### config.mk
export PLATFORM = sky130hd
export DESIGN_NAME = serial_boot_loader
export DESIGN_NICKNAME = d
export VERILOG_FILES = /design/src/hdl/boot_loader_pkg.sv /design/src/hdl/serial_channel.sv /design/src/hdl/serial_boot_loader.sv
export VERILOG_INCLUDE_DIRS = /design/src /design/src/hdl
export SDC_FILE = /design/constraint.sdc
export NUM_CORES = 1
export LEC_CHECK = 0
export BUFFER_PORTS_ARGS = -buffer_cell sky130_fd_sc_hd__clkbuf_2
export CORE_MARGIN = 2
export CORE_UTILIZATION = 55
export DETAILED_ROUTE_END_ITERATION = 12
export PLACE_DENSITY = 0.76
export SYNTH_ARGS = -nofsm -noshare
export SYNTH_HDL_FRONTEND = slang
export SYNTH_HIERARCHICAL = 1
export SYNTH_SLANG_ARGS = --single-unit
### constraint.sdc
create_clock -name core_clk -period 9.1 [get_ports core_clk]
set_input_delay 1.82 -clock core_clk [delete_from_list [all_inputs] [get_ports core_clk]]
set_output_delay 1.82 -clock core_clk [all_outputs]
set_load 0.05 [all_outputs]
### src/hdl/boot_loader_defs.svh
// Constants for the serial boot loader: addresses, bytes and timing counts.
// Assumes a 40 MHz core clock.
`ifndef BOOT_LOADER_DEFS_SVH
`define BOOT_LOADER_DEFS_SVH
`define CLK_HZ 40000000
`define READY_STATES 100
`define BYTE_ADJ_DONE 8'h00
`define BYTE_HOST_ACK 8'h55
`define BYTE_READY 8'hAA
`define BYTE_ERASE_ERR 8'hFF
`define BYTE_ERASED 8'hFF
`define LOW_BITS 9
`define BOOT_AREA_LO 16'hFB80
`define BOOT_AREA_HI 16'hFBDF
`define BOOT_CODE_LO 16'hFC00
`define BOOT_CODE_HI 16'hFF2F
`define USER_BASE 16'hFBE0
`define USER_LAST 16'hFF6D
`define USER_MAX 16'h038E
`define RSVD_LO 16'hFF6E
`define RSVD_HI 16'hFF7F
`define IRQ_AREA_HI 16'hFB8F
`define MIN_BIT_CYCLES 16'h0010
`endif

### src/hdl/boot_loader_pkg.sv
// Types shared by the serial boot loader files.
// Assumes boot_loader_defs.svh is available on the include path.
package boot_loader_pkg;
	typedef struct packed {
		logic we;
		logic [15:0] addr;
		logic [7:0] data;
	} ram_wr_s;
	typedef struct packed {
		logic req;
		logic [15:0] addr;
	} flash_rd_s;
endpackage

### src/hdl/serial_channel.sv
// Asynchronous 8N1 transmitter and receiver driven by a bit period count.
// Assumes rxd is already synchronous to core_clk; enables gate both directions.
`timescale 1ns/1ps
module serial_channel (
	input wire logic core_clk,
	input wire logic rst_b,
	input wire logic [15:0] bit_rate_register,
	input wire logic receive_enable_bit,
	input wire logic transmit_enable_bit,
	input wire logic rxd,
	output logic txd,
	output logic [7:0] rx_data,
	output logic rx_valid,
	input wire logic [7:0] tx_data,
	input wire logic tx_start,
	output logic tx_busy
);
	logic [15:0] rx_cnt;
	logic [3:0] rx_bit;
	logic rx_on;
	logic [7:0] rx_sh;
	logic [15:0] tx_cnt;
	logic [3:0] tx_bit;
	logic [9:0] tx_sh;

	// Receive: sample mid bit after a start edge
	always_ff @(posedge core_clk or negedge rst_b) begin
		if (!rst_b) begin
			rx_on <= 1'b0;
			rx_cnt <= 16'h0000;
			rx_bit <= 4'h0;
			rx_sh <= 8'h00;
			rx_valid <= 1'b0;
			rx_data <= 8'h00;
		end else begin
			rx_valid <= 1'b0;
			if (!receive_enable_bit) begin
				rx_on <= 1'b0;
			end else if (!rx_on) begin
				if (!rxd) begin
					rx_on <= 1'b1;
					rx_cnt <= {1'b0, bit_rate_register[15:1]};
					rx_bit <= 4'h0;
				end
			end else if (rx_cnt != 16'h0000) begin
				rx_cnt <= rx_cnt - 16'h0001;
			end else begin
				rx_cnt <= bit_rate_register - 16'h0001;
				rx_bit <= rx_bit + 4'h1;
				if (rx_bit == 4'h0 && rxd) begin
					rx_on <= 1'b0;
				end else if (rx_bit >= 4'h1 && rx_bit <= 4'h8) begin
					rx_sh <= {rxd, rx_sh[7:1]};
				end else if (rx_bit == 4'h9) begin
					rx_on <= 1'b0;
					rx_data <= rx_sh;
					rx_valid <= rxd;
				end
			end
		end
	end

	// Transmit: line idles high, also while disabled
	always_ff @(posedge core_clk or negedge rst_b) begin
		if (!rst_b) begin
			tx_sh <= 10'h3FF;
			tx_cnt <= 16'h0000;
			tx_bit <= 4'h0;
			tx_busy <= 1'b0;
		end else if (!transmit_enable_bit) begin
			tx_busy <= 1'b0;
			tx_sh <= 10'h3FF;
		end else if (!tx_busy) begin
			if (tx_start) begin
				tx_sh <= {1'b1, tx_data, 1'b0};
				tx_cnt <= bit_rate_register - 16'h0001;
				tx_bit <= 4'h0;
				tx_busy <= 1'b1;
			end
		end else if (tx_cnt != 16'h0000) begin
			tx_cnt <= tx_cnt - 16'h0001;
		end else begin
			tx_cnt <= bit_rate_register - 16'h0001;
			tx_sh <= {1'b1, tx_sh[9:1]};
			tx_bit <= tx_bit + 4'h1;
			if (tx_bit == 4'h9) begin
				tx_busy <= 1'b0;
			end
		end
	end

	assign txd = tx_sh[0];
endmodule // serial_channel

### src/hdl/serial_boot_loader.sv
// Serial boot loader: bit rate autodetect, flash blank check, program download to RAM.
// Assumes synchronous pin inputs, a RAM write port and a flash read port with one-cycle data.
// Summary of operation
// - Latch boot mode when both programming and mode pins high at reset release.
// - After reset in boot mode, measure host low period and set bit rate.
// - No parity; the measured low interval spans nine bit times.
// - After adjustment, send one 0x00 byte.
// - After 0x55, copy boot code to its RAM regions and run there.
// - If flash holds any data, erase all blocks before download.
// - On erase failure send 0xFF and halt.
// - Send 0xAA; host sends length MSB first, then program bytes.
// - Echo every received byte, length bytes included.
// - Store program bytes ascending from 0xFBE0, never beyond 0xFF6D.
// - After storing, send 0xAA then start execution at 0xFBE0.
// - Region 0xFB80-0xFBDF reserved for loader during boot only.
// - Region 0xFF6E-0xFF7F stays reserved after the user program starts.
// - Receive line high at reset end; ready to measure about 100 states later.
// - Before branching, disable serial transmit and receive, keep rate, hold line high.
// - Watchdog reset restarts loader without clearing latched boot mode.
`timescale 1ns/1ps
`include "boot_loader_defs.svh"
module serial_boot_loader #(
	parameter int FLASH_WORDS = 32768,
	parameter int ERASE_CYCLES = 40000
) (
	input wire logic core_clk,
	input wire logic rst_b,
	input wire logic watchdog_reset,
	input wire logic programming_voltage_pin,
	input wire logic mode_select_pin,
	input wire logic rxd,
	output logic txd,
	output boot_loader_pkg::ram_wr_s ram_wr,
	output boot_loader_pkg::flash_rd_s flash_rd,
	input wire logic [7:0] flash_data,
	output logic flash_erase,
	input wire logic flash_erase_fail,
	output logic boot_mode,
	output logic user_mode,
	output logic user_run,
	output logic [15:0] user_pc,
	output logic halted,
	output logic [15:0] bit_rate_register
);
	import boot_loader_pkg::*;

	typedef enum {
		S_WAIT, S_MEASURE, S_ADJ_TX, S_ACK, S_COPY, S_CHECK, S_ERASE, S_ERR_TX, S_HALT,
		S_RDY_TX, S_LEN, S_DATA, S_ECHO, S_DONE_TX, S_RUN
	} state_e;

	localparam logic [15:0] BOOT_CODE_WORDS = 16'(`BOOT_CODE_HI - `BOOT_CODE_LO + 1);
	localparam logic [15:0] BOOT_AREA_WORDS = 16'(`BOOT_AREA_HI - `BOOT_AREA_LO + 1);

	state_e state;
	logic latched;
	logic rst_seen;
	logic [7:0] wait_cnt;
	logic [23:0] low_cnt;
	logic rxd_q;
	logic [15:0] idx;
	logic [15:0] length;
	logic len_hi;
	logic [31:0] erase_cnt;
	logic receive_enable_bit;
	logic transmit_enable_bit;
	logic [7:0] tx_data;
	logic tx_start;
	logic tx_busy;
	logic tx_busy_q;
	logic [7:0] rx_data;
	logic rx_valid;
	logic [7:0] last_rx;

	// Boot pins sampled on the first clock after release; watchdog leaves it alone
	always_ff @(posedge core_clk or negedge rst_b) begin
		if (!rst_b) begin
			rst_seen <= 1'b0;
			latched <= 1'b0;
		end else if (!rst_seen) begin
			rst_seen <= 1'b1;
			latched <= programming_voltage_pin && mode_select_pin;
		end
	end
	assign boot_mode = latched;
	assign user_mode = rst_seen && !latched && programming_voltage_pin && !mode_select_pin;

	serial_channel serial_channel_inst (
		.core_clk(core_clk),
		.rst_b(rst_b),
		.bit_rate_register(bit_rate_register),
		.receive_enable_bit(receive_enable_bit),
		.transmit_enable_bit(transmit_enable_bit),
		.rxd(rxd),
		.txd(txd),
		.rx_data(rx_data),
		.rx_valid(rx_valid),
		.tx_data(tx_data),
		.tx_start(tx_start),
		.tx_busy(tx_busy)
	);

	// A byte send is done when the busy flag falls
	function automatic logic sent(input logic busy, input logic busy_q);
		sent = busy_q && !busy;
	endfunction

	assign tx_start = (state == S_ADJ_TX || state == S_ERR_TX || state == S_RDY_TX ||
		state == S_ECHO || state == S_DONE_TX) && !tx_busy && !tx_busy_q;

	always_comb begin
		unique case (state)
			S_ERR_TX: tx_data = `BYTE_ERASE_ERR;
			S_RDY_TX: tx_data = `BYTE_READY;
			S_DONE_TX: tx_data = `BYTE_READY;
			S_ECHO: tx_data = last_rx;
			default: tx_data = `BYTE_ADJ_DONE;
		endcase
	end

	// Main sequence
	always_ff @(posedge core_clk or negedge rst_b) begin
		if (!rst_b) begin
			state <= S_WAIT;
			wait_cnt <= 8'h00;
			low_cnt <= 24'h000000;
			rxd_q <= 1'b1;
			bit_rate_register <= 16'h0000;
			idx <= 16'h0000;
			length <= 16'h0000;
			len_hi <= 1'b1;
			erase_cnt <= 32'h00000000;
			receive_enable_bit <= 1'b0;
			transmit_enable_bit <= 1'b0;
			tx_busy_q <= 1'b0;
			last_rx <= 8'h00;
			user_run <= 1'b0;
			user_pc <= 16'h0000;
			halted <= 1'b0;
		end else if (watchdog_reset) begin
			state <= S_WAIT;
			wait_cnt <= 8'h00;
			receive_enable_bit <= 1'b0;
			transmit_enable_bit <= 1'b0;
			user_run <= 1'b0;
			halted <= 1'b0;
		end else begin
			tx_busy_q <= tx_busy;
			rxd_q <= rxd;
			unique case (state)
				S_WAIT: begin
					if (rst_seen && latched) begin
						if (wait_cnt == 8'(`READY_STATES)) begin
							state <= S_MEASURE;
							low_cnt <= 24'h000000;
						end else begin
							wait_cnt <= wait_cnt + 8'h01;
						end
					end
				end
				S_MEASURE: begin
					// Start bit plus eight zero bits is one nine-bit low period
					if (!rxd) begin
						low_cnt <= low_cnt + 24'h000001;
					end else if (!rxd_q) begin
						if (low_cnt[23:4] >= 20'(`LOW_BITS)) begin
							bit_rate_register <= 16'(low_cnt / 24'(`LOW_BITS));
							transmit_enable_bit <= 1'b1;
							receive_enable_bit <= 1'b1;
							state <= S_ADJ_TX;
						end
						low_cnt <= 24'h000000;
					end
				end
				S_ADJ_TX: if (sent(tx_busy, tx_busy_q)) state <= S_ACK;
				S_ACK: begin
					if (rx_valid && rx_data == `BYTE_HOST_ACK) begin
						state <= S_COPY;
						idx <= 16'h0000;
					end
				end
				S_COPY: begin
					// Boot code image copy stands in as a timed pass over both regions
					if (idx == BOOT_CODE_WORDS + BOOT_AREA_WORDS - 16'h0001) begin
						state <= S_CHECK;
						idx <= 16'h0000;
					end else begin
						idx <= idx + 16'h0001;
					end
				end
				S_CHECK: begin
					if (idx != 16'h0000 && flash_data != `BYTE_ERASED) begin
						state <= S_ERASE;
						erase_cnt <= 32'h00000000;
					end else if (idx == 16'(FLASH_WORDS)) begin
						state <= S_RDY_TX;
					end else begin
						idx <= idx + 16'h0001;
					end
				end
				S_ERASE: begin
					if (flash_erase_fail) begin
						state <= S_ERR_TX;
					end else if (erase_cnt == 32'(ERASE_CYCLES)) begin
						state <= S_RDY_TX;
					end else begin
						erase_cnt <= erase_cnt + 32'h00000001;
					end
				end
				S_ERR_TX: if (sent(tx_busy, tx_busy_q)) state <= S_HALT;
				S_HALT: begin
					halted <= 1'b1;
					receive_enable_bit <= 1'b0;
				end
				S_RDY_TX: begin
					if (sent(tx_busy, tx_busy_q)) begin
						state <= S_LEN;
						len_hi <= 1'b1;
						idx <= 16'h0000;
					end
				end
				S_LEN: begin
					if (rx_valid) begin
						last_rx <= rx_data;
						state <= S_ECHO;
						if (len_hi) begin
							length[15:8] <= rx_data;
						end else begin
							length[7:0] <= rx_data;
						end
					end
				end
				S_DATA: begin
					if (rx_valid) begin
						last_rx <= rx_data;
						idx <= idx + 16'h0001;
						state <= S_ECHO;
					end
				end
				S_ECHO: begin
					// Next byte is only taken after its echo leaves
					if (sent(tx_busy, tx_busy_q)) begin
						if (len_hi) begin
							len_hi <= 1'b0;
							state <= S_LEN;
						end else if (idx >= length || idx >= `USER_MAX) begin
							state <= S_DONE_TX;
						end else begin
							state <= S_DATA;
						end
					end
				end
				S_DONE_TX: begin
					if (sent(tx_busy, tx_busy_q)) begin
						state <= S_RUN;
						receive_enable_bit <= 1'b0;
						transmit_enable_bit <= 1'b0;
					end
				end
				S_RUN: begin
					user_run <= 1'b1;
					user_pc <= `USER_BASE;
				end
			endcase
		end
	end

	// Program byte lands at base plus index; writes at or past the index limit are dropped
	always_ff @(posedge core_clk or negedge rst_b) begin
		if (!rst_b) begin
			ram_wr <= '0;
		end else begin
			ram_wr.we <= state == S_DATA && rx_valid && idx < `USER_MAX;
			ram_wr.addr <= `USER_BASE + idx;
			ram_wr.data <= rx_data;
		end
	end

	assign flash_rd.req = state == S_CHECK;
	assign flash_rd.addr = idx;
	assign flash_erase = state == S_ERASE;

	property p_ram_bound;
		@(posedge core_clk) disable iff (!rst_b)
		ram_wr.we |-> ram_wr.addr >= `USER_BASE && ram_wr.addr <= `USER_LAST;
	endproperty
	a_ram_bound: assert property (p_ram_bound) else $error("ram write outside user area");

	property p_run_quiet;
		@(posedge core_clk) disable iff (!rst_b)
		user_run |-> !receive_enable_bit && !transmit_enable_bit && txd && user_pc == `USER_BASE;
	endproperty
	a_run_quiet: assert property (p_run_quiet) else $error("serial active after branch");

	property p_halt_stays;
		@(posedge core_clk) disable iff (!rst_b || watchdog_reset)
		halted |=> halted && !user_run;
	endproperty
	a_halt_stays: assert property (p_halt_stays) else $error("left halt");

	property p_wdt_keep;
		@(posedge core_clk) disable iff (!rst_b)
		watchdog_reset && rst_seen |=> boot_mode == $past(boot_mode) && state == S_WAIT;
	endproperty
	a_wdt_keep: assert property (p_wdt_keep) else $error("watchdog lost boot mode");

	property p_echo_first;
		@(posedge core_clk) disable iff (!rst_b || watchdog_reset)
		state == S_ECHO && !tx_busy && !tx_busy_q |-> tx_start && tx_data == last_rx;
	endproperty
	a_echo_first: assert property (p_echo_first) else $error("echo not sent");

	property p_ready_wait;
		@(posedge core_clk) disable iff (!rst_b || watchdog_reset)
		state == S_WAIT ##1 state == S_MEASURE |-> $past(wait_cnt) == 8'(`READY_STATES);
	endproperty
	a_ready_wait: assert property (p_ready_wait) else $error("measure started early");

	property p_adj_byte;
		@(posedge core_clk) disable iff (!rst_b || watchdog_reset)
		tx_start && state == S_ADJ_TX |-> tx_data == `BYTE_ADJ_DONE && bit_rate_register != 0;
	endproperty
	a_adj_byte: assert property (p_adj_byte) else $error("bad adjust byte");

	property p_err_byte;
		@(posedge core_clk) disable iff (!rst_b || watchdog_reset)
		state == S_ERASE && flash_erase_fail |=> state == S_ERR_TX ##1 tx_data == `BYTE_ERASE_ERR;
	endproperty
	a_err_byte: assert property (p_err_byte) else $error("erase error not reported");
endmodule // serial_boot_loader

After elaboration in Yosys (flattened, before gate mapping)
Index checks and enable logic that the tools add are counted.
{"block": "totals", "out_inout_bits": 80, "inputBits": 15, "word_cells": 270, "register_bits": 256}
{"block": "classes", "n_eq_ne": 63, "magnitude_cmp": 6, "bitwise_logic": 6, "add_sub_neg": 10, "n_div": 1, "muxes": 90, "n_reduce_logical": 62}
{"cell": "2-to-1 mux 32 bit", "n": 21}
{"cell": "one-hot mux 32 bit (12 select lines)", "n": 1}
{"cell": "equality test 32 x 4 -> 1 bit (second input constant)", "n": 10}
{"cell": "2-to-1 mux 16 bit", "n": 12}
{"cell": "equality test 32 x 3 -> 1 bit (second input constant)", "n": 5}
{"cell": "equality test 32 x 5 -> 1 bit (second input constant)", "n": 4}
{"cell": "2-to-1 mux 24 bit", "n": 4}
{"cell": "one-hot mux 16 bit (5 select lines)", "n": 1}
{"cell": "equality test 32 x 2 -> 1 bit (second input constant)", "n": 2}
{"cell": "one-hot mux 32 bit (2 select lines)", "n": 1}
{"cell": "one-hot mux 24 bit (2 select lines)", "n": 1}
{"cell": "nonzero test 16 bit", "n": 3}
{"cell": "subtractor 16 x 1 -> 16 bit (second input constant)", "n": 3}
{"cell": "inequality test 3 bit (second input constant)", "n": 14}
{"cell": "2-to-1 mux 10 bit", "n": 4}
{"cell": "adder 32 x 1 -> 32 bit (second input constant)", "n": 1}
{"cell": "equality test 32 x 1 -> 1 bit (second input constant)", "n": 1}
{"cell": "equality test 32 x 16 -> 1 bit (second input constant)", "n": 1}
{"cell": "zero test 32 bit", "n": 1}
{"cell": "2-to-1 mux 8 bit", "n": 4}
{"cell": "AND reduction 5 bit", "n": 6}
{"cell": "2-to-1 mux 1 bit", "n": 29}
{"cell": "inequality test 2 bit (second input constant)", "n": 13}
{"cell": "adder 24 x 1 -> 24 bit (second input constant)", "n": 1}
{"cell": "41 further kinds", "n": 95}

Longest topological paths before layout
Gate-level depths: netlist of the first run.
{"block": "logic_depth", "ltp_word": 10, "depth_mapped": 42}

Modules after synthesis
The synthesis of the first run kept the hierarchy.
{"module": "serial_boot_loader", "area_each_um2": 11579.9, "cells_each": 1354, "seq_area_each_um2": 3981.3, "n_inst": 1}
{"module": "serial_channel", "area_each_um2": 4316.6, "cells_each": 454, "seq_area_each_um2": 1712.9, "n_inst": 1}

Least setup slack after synthesis of the first run
OpenSTA, ideal clock, no wires.
{"block": "synth_timing", "path_kind": "register to register", "start": "register low_cnt[19]", "end": "register bit_rate_register[0]", "stages_incl_launch_ff": 39, "path_buffers": 2, "arrival_time_ns": 9.234, "setup_slack_ns": -0.273, "period_less_slack_ns": 9.373, "cell_sequence": "dfrtp_1 buf_4 nand2b_1 maj3_2 o311a_1 nand3_1 mux2_2 a2111oi_4 nor2_2 a311o_1 a22oi_2 mux2_2 o41ai_2 a21o_1 o2111ai_2 a21boi_4 or4_4 and3_1 [... 3 more ...] o2111ai_2 a211oi_4 o21ai_2 a22oi_4 mux2_4 or4b_4 and4_4 o31ai_1 a21oi_1 or2_1 inv_1 ha_1 nand2_1 a21boi_0 nand3b_1 o21ai_0 a2111oi_0 a21oi_1"}
{"block": "synth_via", "elab_chain_cells": 2}
{"item": "from (decl)", "line": "serial_boot_loader.sv:59", "source": "logic [23:0] low_cnt;"}
{"item": "from (signal assigned)", "line": "serial_boot_loader.sv:164", "source": "low_cnt <= low_cnt + 24'h000001;"}
{"item": "branches (longest 2 deep; another with divider 24 x 4 -> 24 bit)"}
{"item": "to (signal assigned)", "line": "serial_boot_loader.sv:167", "source": "bit_rate_register <= 16'(low_cnt / 24'(`LOW_BITS));"}
{"item": "to (decl)", "line": "serial_boot_loader.sv:43", "source": "output logic [15:0] bit_rate_register"}
Parallel ways; which one is timed is not known.
A chain may end at the register's enable or synchronous reset.

Worst setup path after layout of the first run
Ends and elaborated chain as after synthesis.

==> results of run 1 <==
==> routing by layer <==
metal	wire [um]	up-vias	share of wire
li1	-	7202	-
met1	19600	7590	0.43
met2	22700	541	0.49
met3	2540	99	0.055
met4	1130	0	0.025
met5	0	-	0
==> registers in the layout, indices dropped and copies added, names as in the netlist, 4 cells and up <==
signal                       count
bit_rate_register               16
erase_cnt                       32
idx                             16
last_rx                          8
length                          16
low_cnt                         24
ram_wr                          25
serial_channel_inst/rx_bit       4
serial_channel_inst/rx_cnt      16
serial_channel_inst/rx_data      8
serial_channel_inst/rx_sh        8
serial_channel_inst/tx_bit       4
serial_channel_inst/tx_cnt      16
serial_channel_inst/tx_sh        9
state                            4
wait_cnt                         8
==> cell usage after synthesis, types with 13 or more instances <==
library cell and n:
and2_1 17, a21oi_1 77, o22ai_1 13, a221oi_1 13
xnor2_1 40, and3_1 28, nor3_1 51, o31ai_1 13
mux2i_1 16, mux2_2 42, buf_2 19, a21o_1 20
nand2_1 154, nand2b_1 15, inv_1 68, o21ai_0 111
nand3_1 72, or3_1 18, a31oi_1 27, dfrtp_1 216
nand4_1 36, o21a_1 14, nor4_1 23, buf_4 18
ha_1 40, clkbuf_1 64, xor2_1 47, a22oi_1 14
nor2b_1 29, nor2_1 174, o211ai_1 20
==> worst reg2reg max path, delay by kind of cell, from the launching register on <==
family	cells	cell delay (ns)
AOI/OAI and AO/OA	19	4.40
and+or+nand+nor	12	2.84
buffers and inverters	6	0.82
muxes	2	0.69
DFF	1	0.46
adders and majority gates	1	0.15
==> cell usage in the layout (no fill, tap or decap), types with 26 or more instances in the layout <==
cell type	instances
nand2_1	152
ha_1	39
clkbuf_2	87
nand3_1	68
o21ai_0	103
nor3_1	43
and3_1	26
nor2_1	164
xnor2_1	36
mux2_2	40
nand4_1	36
a21oi_1	74
xor2_1	45
inv_1	67
buf_4	228
dfrtp_1	211
==> per-stage QoR <==
stage	TNS, ns	util	hold slack [ns]	power (mW)
after detailed placement	-0.673	0.623	0.478	5.34
final	-0.379	0.700	0.485	7.16
after global routing	-1.12	0.700	0.503	7.63
after floorplan	0	-	0.408	4.04
after global placement	-0.189	0.623	0.466	5.27
after CTS	-0.109	0.676	0.486	6.63
==> final cells by class <==
| cell class | instances | area (um^2) | area share |
|---|---|---|---|
| well taps | 384 | 480 | 0.0240 |
| clock inverters | 7 | 71.3 | 0.00357 |
| inverters | 71 | 267 | 0.0133 |
| flip-flops and latches | 227 | 5700 | 0.285 |
| clock buffers | 37 | 731 | 0.0366 |
| multi-input cells | 1409 | 10300 | 0.516 |
| repair buffers | 338 | 2430 | 0.121 |
==> worst min path at each step <==
stage	startpoint	end	slack, ns	depth (start not counted)
final	rxd_q	rxd_q	0.48	2
after detailed placement	serial_channel_inst/tx_sh[1]	serial_channel_inst/tx_sh[0]	0.48	2
after global routing	rxd_q	rxd_q	0.50	2
after global placement	rxd_q	rxd_q	0.47	2
after floorplan	serial_channel_inst/rx_data[0]	ram_wr[0]	0.41	0
after CTS	serial_channel_inst/tx_sh[1]	serial_channel_inst/tx_sh[0]	0.49	2
==> repair_timing <==
action / 4_1_cts / 5_1_grt
pin swaps: 57 / 86
setup buffers: 29 / 38
setup endpoints to repair: 2 / 2
resized for setup: 97 / 79
endpoints found under the hold margin: 0 / 0
==> kinds of logic after synthesis <==
| logic type | count (synthesis) | share of synthesized area |
|---|---|---|
| simple gates | 708 | 0.234 |
| compound gates | 499 | 0.231 |
| flops | 227 | 0.358 |
| buf+inv | 177 | 0.0490 |
| xor+xnor | 87 | 0.0479 |
| mux | 64 | 0.0457 |
| fa+ha+maj | 44 | 0.0341 |
| other cells | 2 | 0.000472 |
==> where the power goes <==
part	switching (mW)	internal, mW
logic	2.52	2.24
registers	0.264	1.14
clock network	0.411	0.583
==> impl_metrics.json, run 1 <==
{
  "run_status": "finished with violations",
  "failed_checks": "negative setup slack",
  "rrSetupSlack_ns": -0.32,
  "cp_buf_inv_count": 6,
  "drv_cap": 0,
  "critical_path.max_stage_delay_ns": 0.53,
  "drtIter0Drc": 1526,
  "irDropWorstVdd_mv": 0.649,
  "placement.io_buffers": 88,
  "yosysUniqueCellTypes": 131,
  "slew_headroom": 0.249,
  "vias_in_the_first_global_route": 14800,
  "critPathSlowestCell": "a2111oi_4",
  "yosys_register_bits": 227,
  "cts_hold_buffers": 0,
  "synthDominantAreaCellType": "dfrtp_1",
  "timing_worst_slew_pin_value_ns": 1.11,
  "timing_hold_violations_final": 0,
  "async_reset_ff_frac": 1.00,
  "crit_top_cell": "buf_6",
  "finalInstanceArea_um2": 20000,
  "timing.clock.skew_ns": 0.0154,
  "start_util": 0.557,
  "yosysWarningCount": 6,
  "synth_cells": 1808,
  "antenna_found_initial": 0,
  "critPathRequiredTime_ns": 9.55,
  "globalRouteMet3Util": 0.0302,
  "yosys.area.top_type_share": 0.340,
  "synth-edff-count": 0,
  "powerDensity_nw_per_um2": 358,
  "drc": 0,
  "drt.antenna.violating_nets": 0,
  "critical_path.startpoint_type": "flop",
  "area.growth.synth_to_final_pct": 25.7,
  "drv_slew": 0,
  "numCtsBuffers": 24,
  "min_path_type": "flop to flop",
  "busiest_layer": "met2",
  "firstDrtPassIters": 5,
  "final_net_count": 2126,
  "wl_per_cell_um": 18.6,
  "end_kind": "flop",
  "netlist_area_um2": 15900,
  "numClockSinks": 227,
  "grt_util_all_layers": 0.283,
  "cts_root_buffer": "clkbuf_16",
  "worst_r2r_path_depth": 40,
  "grt_pass1_wl_mm": 72.9,
  "routabilityCongestion": 0.914,
  "met1_usage": 0.380,
  "core_area_um2": 28500,
  "largest_net_degree_at_the_start_of_global_routing": 91,
  "layout_worst_path_cycle_share": 1.03,
  "dp.final_hpwl_mm": 30.9,
  "floorplan.rows": 62,
  "placedCellCount": 2362,
  "regToRegEndpoint": "bit_rate_register[0]",
  "h-tree-depth": 1,
  "setup_viol": 2,
  "crit_fanout": 7,
  "layout-drive-gt1-share": 0.297,
  "floorplan.io_pins": 95,
  "routed_wl_mm": 45.9,
  "clock_tree_from_tritoncts": "built",
  "yosys-top-cells-area": "dfrtp_1 34%, nor2_1 4.1%, nand2_1 3.6%, o21ai_0 3.5%, ha_1 3.1%",
  "worst_slack_ns": -0.318,
  "die-height_um": 174,
  "design.die.area_um2": 30300,
  "cp_top_family": "compound AO/OA/AOI/OAI gates",
  "grt_setup_unrepaired": "yes",
  "postSynth.topFlopCell": "dfrtp_1",
  "clkLatencyLatePin_ns": 0.52,
  "worstSetupPathDepth": 40,
  "insertedDiodeCount": 0,
  "clock.fmax_ghz": 0.106,
  "fillerInstances": 2218,
  "setup.worst_path.end": "bit_rate_register[0]",
  "routed_via_density": 6.24,
  "post_dp_cell_area_um2": 17800,
  "groute.layer.met2.usage": 0.488,
  "finalNonFillerCells": 2473,
  "period_needed_ns": 9.42,
  "dpl_worst_slack_ns": -0.505,
  "worst-endpoint-arrival_ns": 9.87,
  "cp-startpoint": "low_cnt[19]",
  "postSynthAreaPerCell_um2": 8.79,
  "synth-seq-area-share": 0.358,
  "rr_startpoint": "low_cnt[19]",
  "die-width_um": 174,
  "crit_type": "flop to flop",
  "cts.path.max_buffers": 3,
  "leakage_component_of_the_power_nw": 8.86,
  "path_clk_slew_ns": 0.07,
  "routed-via-count": 15400,
  "grt-ovfl-total": 0
}
(Power assumes the default switching activity.)
==> inputs of run 2 (changes only) <==
--- a/config.mk
+++ b/config.mk
@@ -6,11 +6,13 @@
 export SDC_FILE = /design/constraint.sdc
 export NUM_CORES = 1
 export LEC_CHECK = 0
+export ABC_AREA = 1
 export BUFFER_PORTS_ARGS = -buffer_cell sky130_fd_sc_hd__clkbuf_2
 export CORE_MARGIN = 2
 export CORE_UTILIZATION = 55
 export DETAILED_ROUTE_END_ITERATION = 12
-export PLACE_DENSITY = 0.76
+export PLACE_DENSITY = 0.83
+export SETUP_SLACK_MARGIN = 0.1
 export SYNTH_ARGS = -nofsm -noshare
 export SYNTH_HDL_FRONTEND = slang
 export SYNTH_HIERARCHICAL = 1
==> run 2 against run 1 <==
The run still ends with negative setup slack left. Critical path depth increased by 58. Synthesized cell count increased by 17%. Synthesized area decreased by 6.0%. Clock skew decreased by 0.0013 ns. Maximum frequency decreased by 3.8%. Worst hold slack got worse by 0.073 ns. Worst setup slack got worse by 0.37 ns. Count of clock-buffer cells in the layout decreased by 5. Utilization decreased by 4.3 points. Routed wire length decreased by 10%. Highest routed layer unchanged.
==> impl_metrics.json, run 2 <==
{
  "run_status": "finished with violations",
  "failed_checks": "negative setup slack",
  "routed_wl_mm": 41.3,
  "cts.path.max_buffers": 3,
  "yosysUniqueCellTypes": 59,
  "final_net_count": 2305,
  "postSynthAreaPerCell_um2": 7.08,
  "post_dp_cell_area_um2": 15600,
  "slew_headroom": 0.357,
  "postSynth.topFlopCell": "dfrtp_1",
  "numCtsBuffers": 26,
  "drv_cap": 0,
  "dpl_worst_slack_ns": -0.340,
  "grt_setup_unrepaired": "yes",
  "finalInstanceArea_um2": 17600,
  "worst_r2r_path_depth": 98,
  "numClockSinks": 227,
  "grt_util_all_layers": 0.271,
  "critPathRequiredTime_ns": 9.52,
  "min_path_type": "flop to flop",
  "critical_path.startpoint_type": "flop",
  "placement.io_buffers": 88,
  "design.die.area_um2": 28500,
  "critPathSlowestCell": "dfrtp_1",
  "end_kind": "flop",
  "async_reset_ff_frac": 1.00,
  "synth-edff-count": 0,
  "hold-path-cell-count": 0,
  "timing.clock.skew_ns": 0.0141,
  "met1_usage": 0.347,
  "yosysWarningCount": 6,
  "firstDrtPassIters": 6,
  "cts_root_buffer": "clkbuf_16",
  "timing_hold_violations_final": 0,
  "clkLatencyLatePin_ns": 0.54,
  "multi_input_area_um2": 8370,
  "drc": 0,
  "worst-endpoint-arrival_ns": 10.21,
  "timing_worst_slew_pin_value_ns": 0.962,
  "start_util": 0.558,
  "synth-seq-area-share": 0.381,
  "placedCellCount": 2500,
  "floorplan.rows": 60,
  "drv_slew": 0,
  "final-seq-area_um2": 5700,
  "clock_tree_from_tritoncts": "built",
  "vias_in_the_first_global_route": 13800,
  "routabilityCongestion": 0.985,
  "netlist_area_um2": 14900,
  "globalRouteMet3Util": 0.0292,
  "max_reg_flops": 32,
  "grt-ovfl-total": 0,
  "fillerInstances": 2135,
  "synthDominantAreaCellType": "dfrtp_1",
  "clock.fmax_ghz": 0.102,
  "insertedDiodeCount": 0,
  "largest_net_degree_at_the_start_of_global_routing": 119,
  "setup_viol": 2,
  "grt_pass1_wl_mm": 64.7,
  "worst_hold_slack_ns": 0.412,
  "layout_worst_path_cycle_share": 1.08,
  "floorplan.io_pins": 95,
  "synth_cells": 2110,
  "layout-drive-gt1-share": 0.198,
  "die-height_um": 169,
  "crit_type": "flop to flop",
  "reg_top3": "erase_cnt: 32 flops, ram_wr: 25 flops, low_cnt: 24 flops",
  "yosys-top-cells-area": "dfrtp_1 36%, nand2_1 13%, inv_1 7.2%, nand3_1 6.1%, nor2_1 5.1%",
  "antenna_found_initial": 0,
  "finalNonFillerCells": 2607,
  "yosys_register_bits": 227,
  "groute.layer.met2.usage": 0.479,
  "layout_commonest_cell": "nand2_1",
  "period_needed_ns": 9.79,
  "core_area_um2": 26800,
  "path_clk_slew_ns": 0.06,
  "layout_common_cells": "469 x nand2_1, 277 x inv_1, 215 x dfrtp_1, 199 x nor2_1, 167 x nand3_1",
  "dp.final_hpwl_mm": 27.6,
  "wl_per_cell_um": 15.9,
  "regMostFlops": "erase_cnt",
  "die-width_um": 169,
  "busiest_layer": "met2",
  "routed_via_density": 5.80,
  "yosys.area.top_type_share": 0.362,
  "drt.antenna.violating_nets": 0,
  "crit_top_cell": "nand2_4",
  "area.growth.synth_to_final_pct": 17.7,
  "routed-via-count": 15100,
  "synthMostInstantiatedCell": "nand2_1",
  "synth_common_cells": "517 x nand2_1, 286 x inv_1, 216 x dfrtp_1",
  "crit_fanout": 5,
  "worst_slack_ns": -0.687,
  "drtIter0Drc": 1598,
  "h-tree-depth": 1,
  "critical_path.max_stage_delay_ns": 0.43
}
## run 2: cell types whose count changed after synthesis, sizes merged, moves of 29 or more
cell	before	now
nand2	154	590
mux2	46	2
clkbuf	64	17
nor2b	29	0
nand3	74	189
inv	70	312
nor2	177	215
xnor2	40	4
## run 2: worst paths after layout
| kind | from | to | slack (ns) |
|---|---|---|---|
| max | low_cnt[21] | bit_rate_register[0] | -0.69 |
| min | serial_channel_inst/rx_data[6] | ram_wr[6] | 0.41 |
| max reg2reg | low_cnt[21] | bit_rate_register[0] | -0.69 |
| min reg2reg | serial_channel_inst/rx_data[6] | ram_wr[6] | 0.41 |
| max in group asynchronous | rst_b | serial_channel_inst/rx_cnt[9] | 6.68 |
| min in group asynchronous | rst_b | ram_wr[10] | 1.32 |
## run 2: kinds of logic (layout without fill, tap and decap cells)
logic type	count (synthesis)	count (layout)	synth area share
and+or+nand+nor	1140	1140	0.349
buffers and inverters	367	518	0.0997
AOI/OAI and AO/OA	302	302	0.117
DFF	227	227	0.381
adders and majority gates	40	40	0.0335
xor gates and xnor gates	28	28	0.0164
muxes	4	4	0.00285
other	2	7	0.000502
## run 2: final cells by class
type | count | area share
Clock buffer | 32 | 0.0417
Clock inverter | 12 | 0.0103
Timing Repair Buffer | 154 | 0.0557
Sequential cell | 227 | 0.324
Multi-Input combinational cell | 1521 | 0.476
Inverter | 320 | 0.0685
Tap cell | 341 | 0.0242
## run 2: metal layers
| layer | vias up | wire (um) |
|---|---|---|
| li1 | 7155 | - |
| met1 | 7083 | 16500 |
| met2 | 716 | 20500 |
| met3 | 160 | 2700 |
| met4 | 0 | 1610 |
| met5 | - | 0 |
## run 2: timing repair
| item | 4_1_cts | 5_1_grt |
|---|---|---|
| buffers inserted | 33 | 30 |
| pin swaps | 28 | 77 |
| hold buffers | 0 | 0 |
| endpoints found under the setup margin | 2 | 3 |
| resized for setup | 45 | 114 |
## run 2: through the flow
step           utilization  setup TNS (ns)
2_1_floorplan            -               0
3_3_place_gp         0.582               0
3_5_place_dp         0.582          -0.440
4_1_cts              0.632               0
5_1_grt              0.657           -2.67
6_report             0.657          -0.989
## run 2: critical path: cells and delay by family, from the launching register on
family                   cells  cell delay, ns
AO/OA/AOI/OAI                3            0.44
adder cells (fa/ha/maj)      1            0.15
buffers and inverters       12            0.91
flip-flops                   1            0.43
AND/OR/NAND/NOR             82            7.76
Power of run 2 is not shown: default switching activity piles up to over one toggle a cycle in this logic, so the estimate is an artifact.
